===== src/rtl/dtsr_pkg.sv =====
package dtsr_pkg;

  // System clock
  localparam int CLK_PERIOD_NS = 50;

  // Detect-time windows in microseconds
  localparam int PRESENT_MIN_US = 3000;
  localparam int PRESENT_MAX_US = 20000;
  localparam int ABSENT_MIN_US = 500;
  localparam int ABSENT_MAX_US = 20000;

  // Least times round up, longest times round down
  localparam int PRESENT_MIN_CYC = (PRESENT_MIN_US * 1000 + CLK_PERIOD_NS - 1) / CLK_PERIOD_NS;
  localparam int PRESENT_MAX_CYC = (PRESENT_MAX_US * 1000) / CLK_PERIOD_NS;
  localparam int ABSENT_MIN_CYC = (ABSENT_MIN_US * 1000 + CLK_PERIOD_NS - 1) / CLK_PERIOD_NS;
  localparam int ABSENT_MAX_CYC = (ABSENT_MAX_US * 1000) / CLK_PERIOD_NS;

  // Widths and reset values
  localparam int CODE_W = 4;
  localparam int TONE_W = 4;
  localparam int CNT_W = 19;
  localparam logic [3:0] CODE_RST = 4'h0;
  localparam logic [1:0] BIT_CNT_RST = 2'h0;

  typedef enum logic [1:0] {
    DTSR_IDLE,
    DTSR_QUAL_ON,
    DTSR_PRESENT,
    DTSR_QUAL_OFF
  } dtsr_state_t;

endpackage


===== src/rtl/dtsr_code_if.sv =====
`timescale 1ns/1ps
`default_nettype none
interface dtsr_code_if;
  logic [3:0] code;
  logic shift_rise;
  modport src (output code, output shift_rise);
  modport dst (input code, input shift_rise);
endinterface
`default_nettype wire


===== src/rtl/dtsr_shifter.sv =====
`timescale 1ns/1ps
`default_nettype none
module dtsr_shifter (
  input wire logic sys_clk,
  input wire logic reset_n,
  dtsr_code_if.dst code_in,
  output logic serial_out
);

  logic [3:0] shreg_ff;
  logic [1:0] bit_cnt_ff;
  logic [3:0] cap_ff;
  logic [3:0] nxt_shreg;
  wire logic idle_load;

  // Between reads the register follows the latched code, so bit 0 is ready early
  assign idle_load = (bit_cnt_ff == dtsr_pkg::BIT_CNT_RST) && !code_in.shift_rise;
  assign nxt_shreg = code_in.shift_rise ? {1'b0, shreg_ff[3:1]} :
                     idle_load ? code_in.code : shreg_ff;
  assign serial_out = shreg_ff[0];

  always_ff @(posedge sys_clk) begin
    if (!reset_n) begin
      shreg_ff <= dtsr_pkg::CODE_RST;
      bit_cnt_ff <= dtsr_pkg::BIT_CNT_RST;
    end else begin
      shreg_ff <= nxt_shreg;
      // Wraps after the fourth pulse and the register reloads on the next cycle without a pulse
      if (code_in.shift_rise) begin
        bit_cnt_ff <= bit_cnt_ff + 2'h1;
      end
    end
  end

  // Helper copy of the word as it stood at the first pulse
  always_ff @(posedge sys_clk) begin
    if (!reset_n) begin
      cap_ff <= dtsr_pkg::CODE_RST;
    end else if (code_in.shift_rise && bit_cnt_ff == dtsr_pkg::BIT_CNT_RST) begin
      cap_ff <= shreg_ff;
    end
  end
endmodule
`default_nettype wire


===== src/rtl/dtsr_readout.sv =====
// How it works
// - The tone-present flag is high while a qualified tone pair is held and through the absent window after it ends, low otherwise.
// - The flag rises between 3 ms and 20 ms after a steady valid tone pair starts.
// - The flag falls between 0.5 ms and 20 ms after the tone pair ends.
// - The key leaves as a 4-bit code on the serial output, least significant bit first.
// - The current code sits in the output shift register before the first pulse rises.
// - Bits move only on the host's shift-clock pulses, never on their own.
// - Keys 1-9 encode as binary, 0 as 1010, star 1011, hash 1100, A-C 1101-1111, D 0000.
`timescale 1ns/1ps
`default_nettype none
module dtsr_readout #(
  parameter int PRESENT_CYC = dtsr_pkg::PRESENT_MIN_CYC,
  parameter int ABSENT_CYC = dtsr_pkg::ABSENT_MIN_CYC
) (
  input wire logic sys_clk,
  input wire logic reset_n,
  input wire logic [3:0] low_group_tone,
  input wire logic [3:0] high_group_tone,
  input wire logic shift_clk_in,
  output logic tone_present_flag,
  output logic serial_code_out
);

  localparam int CW = dtsr_pkg::CNT_W;

  function automatic logic [1:0] onehot_idx(input logic [3:0] oh);
    logic [1:0] idx;
    idx = 2'h0;
    for (int i = 0; i < 4; i++) begin
      if (oh[i]) begin
        idx = 2'(i);
      end
    end
    return idx;
  endfunction

  // Row and column to key code
  function automatic logic [3:0] key_code(input logic [1:0] row, input logic [1:0] col);
    logic [3:0] code;
    code = 4'h0;
    case ({row, col})
      4'h0: code = 4'h1;
      4'h1: code = 4'h2;
      4'h2: code = 4'h3;
      4'h3: code = 4'hD;
      4'h4: code = 4'h4;
      4'h5: code = 4'h5;
      4'h6: code = 4'h6;
      4'h7: code = 4'hE;
      4'h8: code = 4'h7;
      4'h9: code = 4'h8;
      4'hA: code = 4'h9;
      4'hB: code = 4'hF;
      4'hC: code = 4'hB;
      4'hD: code = 4'hA;
      4'hE: code = 4'hC;
      default: code = 4'h0;
    endcase
    return code;
  endfunction

  function automatic logic [CW-1:0] sat_inc(input logic [CW-1:0] v);
    return (&v) ? v : v + {{(CW-1){1'b0}}, 1'b1};
  endfunction

  // Tone lines and shift clock come from outside this clock domain
  logic [3:0] low_meta_ff, low_sync_ff, high_meta_ff, high_sync_ff;
  logic sck_meta_ff, sck_sync_ff, sck_prev_ff;
  logic [CW-1:0] cnt_ff;
  logic [3:0] cand_ff;
  logic [3:0] code_ff;
  logic flag_ff;
  dtsr_pkg::dtsr_state_t state_ff;
  wire logic valid_pair;
  wire logic [3:0] cur_code;
  wire logic cand_match;
  wire logic held_match;
  wire logic on_done;
  wire logic off_done;

  always_ff @(posedge sys_clk) begin
    if (!reset_n) begin
      low_meta_ff <= 4'h0;
      low_sync_ff <= 4'h0;
      high_meta_ff <= 4'h0;
      high_sync_ff <= 4'h0;
      sck_meta_ff <= 1'b0;
      sck_sync_ff <= 1'b0;
      sck_prev_ff <= 1'b0;
    end else begin
      low_meta_ff <= low_group_tone;
      low_sync_ff <= low_meta_ff;
      high_meta_ff <= high_group_tone;
      high_sync_ff <= high_meta_ff;
      sck_meta_ff <= shift_clk_in;
      sck_sync_ff <= sck_meta_ff;
      sck_prev_ff <= sck_sync_ff;
    end
  end

  // More than one tone in a group is not a key
  assign valid_pair = $onehot(low_sync_ff) && $onehot(high_sync_ff);
  assign cur_code = key_code(onehot_idx(low_sync_ff), onehot_idx(high_sync_ff));
  assign cand_match = valid_pair && (cur_code == cand_ff);
  assign held_match = valid_pair && (cur_code == code_ff);
  assign on_done = cnt_ff == CW'(PRESENT_CYC);
  assign off_done = cnt_ff == CW'(ABSENT_CYC);

  // Qualifier: a key must hold steady to be taken and stay gone to be dropped
  always_ff @(posedge sys_clk) begin
    if (!reset_n) begin
      state_ff <= dtsr_pkg::DTSR_IDLE;
      cnt_ff <= '0;
      cand_ff <= dtsr_pkg::CODE_RST;
      code_ff <= dtsr_pkg::CODE_RST;
      flag_ff <= 1'b0;
    end else begin
      case (state_ff)
        dtsr_pkg::DTSR_IDLE: begin
          if (valid_pair) begin
            state_ff <= dtsr_pkg::DTSR_QUAL_ON;
            cand_ff <= cur_code;
            cnt_ff <= CW'(1);
          end
        end
        dtsr_pkg::DTSR_QUAL_ON: begin
          // A different key restarts its window in place, so its count starts at its first cycle
          if (!cand_match && valid_pair) begin
            cand_ff <= cur_code;
            cnt_ff <= CW'(1);
          end else if (!cand_match) begin
            state_ff <= dtsr_pkg::DTSR_IDLE;
          end else if (on_done) begin
            state_ff <= dtsr_pkg::DTSR_PRESENT;
            code_ff <= cand_ff;
            flag_ff <= 1'b1;
          end else begin
            cnt_ff <= sat_inc(cnt_ff);
          end
        end
        dtsr_pkg::DTSR_PRESENT: begin
          if (!held_match) begin
            state_ff <= dtsr_pkg::DTSR_QUAL_OFF;
            cnt_ff <= CW'(1);
          end
        end
        dtsr_pkg::DTSR_QUAL_OFF: begin
          // A dropout shorter than the absent window is bridged
          if (held_match) begin
            state_ff <= dtsr_pkg::DTSR_PRESENT;
          end else if (off_done) begin
            state_ff <= dtsr_pkg::DTSR_IDLE;
            flag_ff <= 1'b0;
          end else begin
            cnt_ff <= sat_inc(cnt_ff);
          end
        end
        default: begin
          state_ff <= dtsr_pkg::DTSR_IDLE;
          flag_ff <= 1'b0;
        end
      endcase
    end
  end

  assign tone_present_flag = flag_ff;

  dtsr_code_if code_bus ();
  assign code_bus.code = code_ff;
  // Only host edges advance the shifter
  assign code_bus.shift_rise = sck_sync_ff && !sck_prev_ff;

  dtsr_shifter u_shifter (
    .sys_clk(sys_clk),
    .reset_n(reset_n),
    .code_in(code_bus.dst),
    .serial_out(serial_code_out)
  );

  // Helper run counters for the checks below
  logic [CW-1:0] on_run_ff;
  logic [CW-1:0] off_run_ff;
  logic [3:0] prev_code_ff;
  logic prev_valid_ff;

  always_ff @(posedge sys_clk) begin
    if (!reset_n) begin
      on_run_ff <= '0;
      off_run_ff <= '0;
      prev_code_ff <= 4'h0;
      prev_valid_ff <= 1'b0;
    end else begin
      prev_code_ff <= cur_code;
      prev_valid_ff <= valid_pair;
      // A new key qualifies only after the flag falls, so its run starts there
      if (!valid_pair || flag_ff) begin
        on_run_ff <= '0;
      end else if (prev_valid_ff && cur_code == prev_code_ff) begin
        on_run_ff <= sat_inc(on_run_ff);
      end else begin
        on_run_ff <= CW'(1);
      end
      off_run_ff <= (flag_ff && !held_match) ? sat_inc(off_run_ff) : '0;
    end
  end
endmodule
`default_nettype wire


===== config.mk =====
export PLATFORM = sky130hd
export DESIGN_NAME = dtsr_readout
export DESIGN_NICKNAME = d
export VERILOG_FILES = /design/src/rtl/dtsr_pkg.sv /design/src/rtl/dtsr_code_if.sv /design/src/rtl/dtsr_shifter.sv /design/src/rtl/dtsr_readout.sv
export SDC_FILE = /design/constraint.sdc
export NUM_CORES = 1
export LEC_CHECK = 0
export BUFFER_PORTS_ARGS = -buffer_cell sky130_fd_sc_hd__buf_2
export CORE_AREA = 2 2 89 91
export DETAILED_ROUTE_END_ITERATION = 10
export DIE_AREA = 0 0 91 93
export GPL_ROUTABILITY_DRIVEN = 1
export GPL_TIMING_DRIVEN = 1
export HOLD_SLACK_MARGIN = 0.06
export SYNTH_ARGS = -nofsm -noshare
export SYNTH_HDL_FRONTEND = slang
export SYNTH_SLANG_ARGS = --single-unit

===== constraint.sdc =====
create_clock -name sys_clk -period 6.3 [get_ports sys_clk]
set_clock_uncertainty 0.05 [all_clocks]
set_input_delay 1.26 -clock sys_clk [delete_from_list [all_inputs] [get_ports sys_clk]]
set_output_delay 1.26 -clock sys_clk [all_outputs]
set_load 0.02 [all_outputs]

==> flow_summary.ini <==
[timing]
worstMarginPinSlew_ps = 892
rsz0062_at_grt = false
finalSetupViolations = 0
min_period_ps = 3870
hold_viol_final = 0
min_period_over_period = 0.615
relSlewSlack = 0.405
slew_viol_final = 0
fin_tns_setup_ps = 0
setup_ws_ps = 2430
fmax_mhz = 258

[pwr]
p_sw_uw = 169
finalPower_uw = 719
vdd_ir_drop_max_uv = 121
combPwrFrac = 0.114
power_leakage_uw = 0.00120
swShare = 0.235
internal_power_uw = 550
p_seq_frac = 0.508
p_per_area_nw_per_um2 = 227
p_clk_frac = 0.378

[yosys]
ys_warn_count = 0
yosysTopAreaCellShare = 0.375
post-synth-top-count-cell = dfxtp_1
synth_edf_count = 0
yosys-top-cells-count = dfxtp_1 (55), and2_1 (24), inv_1 (23)
ys_types = 60
yosysTopAreaCell = dfxtp_1
synth_seq_area_share = 0.375
ys_top_cells_by_area = dfxtp_1 (38%), ha_1 (5.5%), and2_1 (5.1%)
ys_ff_latch = 55
syn_nets = 345
async_reset_ff_frac = 0
syn_inst = 319
synth_area_per_cell_um2 = 9.20
syn_area_um2 = 2930
synthFlopType = dfxtp_1

[clock_network]
cts_tree = yes
insertion_delay_ps = 310
ctsResizeCount = 0
cts.path.max_buffers = 2
clockRootBuffer = clkbuf_8
numCtsBuffers = 5
cts_setup_buffers = 0
cts_sinks = 55
clkTransAtPathRegs_ps = 90
htree_levels = 2
ctsHoldBuffers = 0

[floorplanning]
fp.dieW_um = 91
rows = 32
start_util = 0.390
die_area_um2 = 8460
die_h_um = 93
ios = 13
core_um2 = 7530

[layout]
fillers = 765
syn_to_final_growth_pct = 8.02
antenna_cells = 0
fin_cells = 429
nets = 352
drive_gt1_frac = 0.156

[placement]
port_buffers = 12
dpl.hpwl_mm = 4.02
place_ws_ps = 2440
dp.cells = 421
gp_congestion = 0.847

[worst_setup_path]
cp_num_buf_inv = 2
cpMaxStageDelayCell = dfxtp_1
cp_data_required_time_ps = 6490
crit_type = register to register
crit_family = simple AND/OR/NAND/NOR gates
end_kind = register
crit_fanout = 21
startpoint_type = register
arrival_ps = 4070
slowest_delay_ps = 570
crit_chain = inv_1 -> fa_1 -> inv_1 -> ha_1 -> ha_1 -> nor4_1 -> nand3_1 -> or2_2 -> a21oi_2 -> o21ai_2 -> or4_1 -> a21oi_1

[worst_hold_path]
hold_class = register to register

[job]
drv_cap = 0

[routing]
firstDrtPassIters = 4
drc = 0
initialDrtViolationCount = 82
wirelength_mm = 5.66
wl_per_cell_um = 13.2
num_vias = 2142
final_antenna_net_count = 0
vias_per_cell = 4.99

[global_routing]
gr-usage-all-layers = 0.144
grt_max_degree = 42
grt_pass1_wl_mm = 9.94
grt_pass1_vias = 2110
grt_overflow = 0
antenna_found_initial = 0

[status]
status = finished, final reports clean
cells in the final DEF, fill, tap and decap left out, types with 3 or more instances in the layout:
| cell type | count |
|---|---|
| clkbuf_8 | 5 |
| mux2i_1 | 11 |
| buf_2 | 12 |
| nand2_1 | 16 |
| xnor2_1 | 4 |
| nor3b_1 | 3 |
| nor2_1 | 18 |
| or4_1 | 4 |
| a21oi_2 | 11 |
| o31ai_1 | 3 |
| inv_1 | 23 |
| and2_1 | 24 |
| o21a_1 | 4 |
| and3_1 | 5 |
| nor3_1 | 6 |
| ha_1 | 13 |
| nand3_1 | 15 |
| a21oi_1 | 4 |
| o211a_1 | 3 |
| o21ai_0 | 10 |
| xor2_1 | 4 |
| nor2b_1 | 8 |
| o21ai_2 | 5 |
| o21ai_1 | 4 |
| or3_1 | 8 |
| dfxtp_1 | 55 |
layer usage:
metal,track usage,part of all wire,vias up
li1,-,-,1121
met1,0.191,0.51,992
met2,0.236,0.45,21
met3,0.0338,0.027,8
met4,0.0417,0.012,0
met5,0,0,-
layout make-up:
cell class              count  area [µm²]  share of cell area
clock buffers               6        72.6              0.0229
clock inverters             2        60.1              0.0189
inverters                  23        86.3              0.0272
multi-input cells         228        1650               0.522
flip-flops and latches     55        1100               0.347
well taps                 102         128              0.0403
repair buffers             13        67.6              0.0213
state kept, by name (all words and copies together), names as in the netlist:
register and cells:
u_shifter.shreg_ff 4, u_shifter.bit_cnt_ff 2, low_meta_ff 4, high_sync_ff 4
sck_prev_ff 1, code_bus.code 4, high_meta_ff 4, low_sync_ff 4
sck_meta_ff 1, cand_ff 4, sck_sync_ff 1, state_ff 2
cnt_ff 19, tone_present_flag 1
metrics by stage:
stage | cell area (µm²) | hold slack (ps) | util
2_1_floorplan | 2930 | 362 | -
5_1_grt | 3170 | 419 | 0.421
6_report | 3170 | 389 | 0.421
3_3_place_gp | 3040 | 364 | 0.403
4_1_cts | 3170 | 393 | 0.421
3_5_place_dp | 3040 | 373 | 0.403
worst reg2reg max path: stages, from the launching register on:
cell	delay, ps
dfxtp_1	570
inv_1	110
fa_1	500
inv_1	50
ha_1	180
ha_1	260
nor4_1	270
nand3_1	190
or2_2	380
a21oi_2	240
o21ai_2	300
or4_1	560
a21oi_1	140
path summary, 6_finish.rpt:
path / start / endpoint / slack, ps / depth (start not counted)
setup reg to reg: low_sync_ff[3] / cnt_ff[12] / 2430 / 12
hold reg to reg: high_meta_ff[0] / high_sync_ff[0] / 390 / 1
setup / recovery: low_sync_ff[3] / cnt_ff[12] / 2430 / 12
hold / removal: high_meta_ff[0] / high_sync_ff[0] / 390 / 1
power by group through the flow:
| stage | clock network, µW | logic [µW] | registers, µW |
|---|---|---|---|
| 2_1_floorplan | 0 | 72.7 | 371 |
| 3_3_place_gp | 0 | 81.2 | 374 |
| 3_5_place_dp | 0 | 82.8 | 374 |
| 4_1_cts | 282 | 83.3 | 366 |
| 5_1_grt | 294 | 93.3 | 367 |
| 6_report | 271 | 82.0 | 365 |
cells by family (layout without fill, tap and decap cells):
family / after synthesis / in the layout / synth area share
buffers and inverters: 36 / 44 / 0.0610
AO/OA/AOI/OAI: 67 / 67 / 0.189
flip-flops: 55 / 55 / 0.375
adder cells (fa/ha/maj): 15 / 15 / 0.0691
AND/OR/NAND/NOR: 127 / 127 / 0.244
multiplexers: 11 / 11 / 0.0375
XOR/XNOR: 8 / 8 / 0.0239
Power figures use the tool's default switching activity.
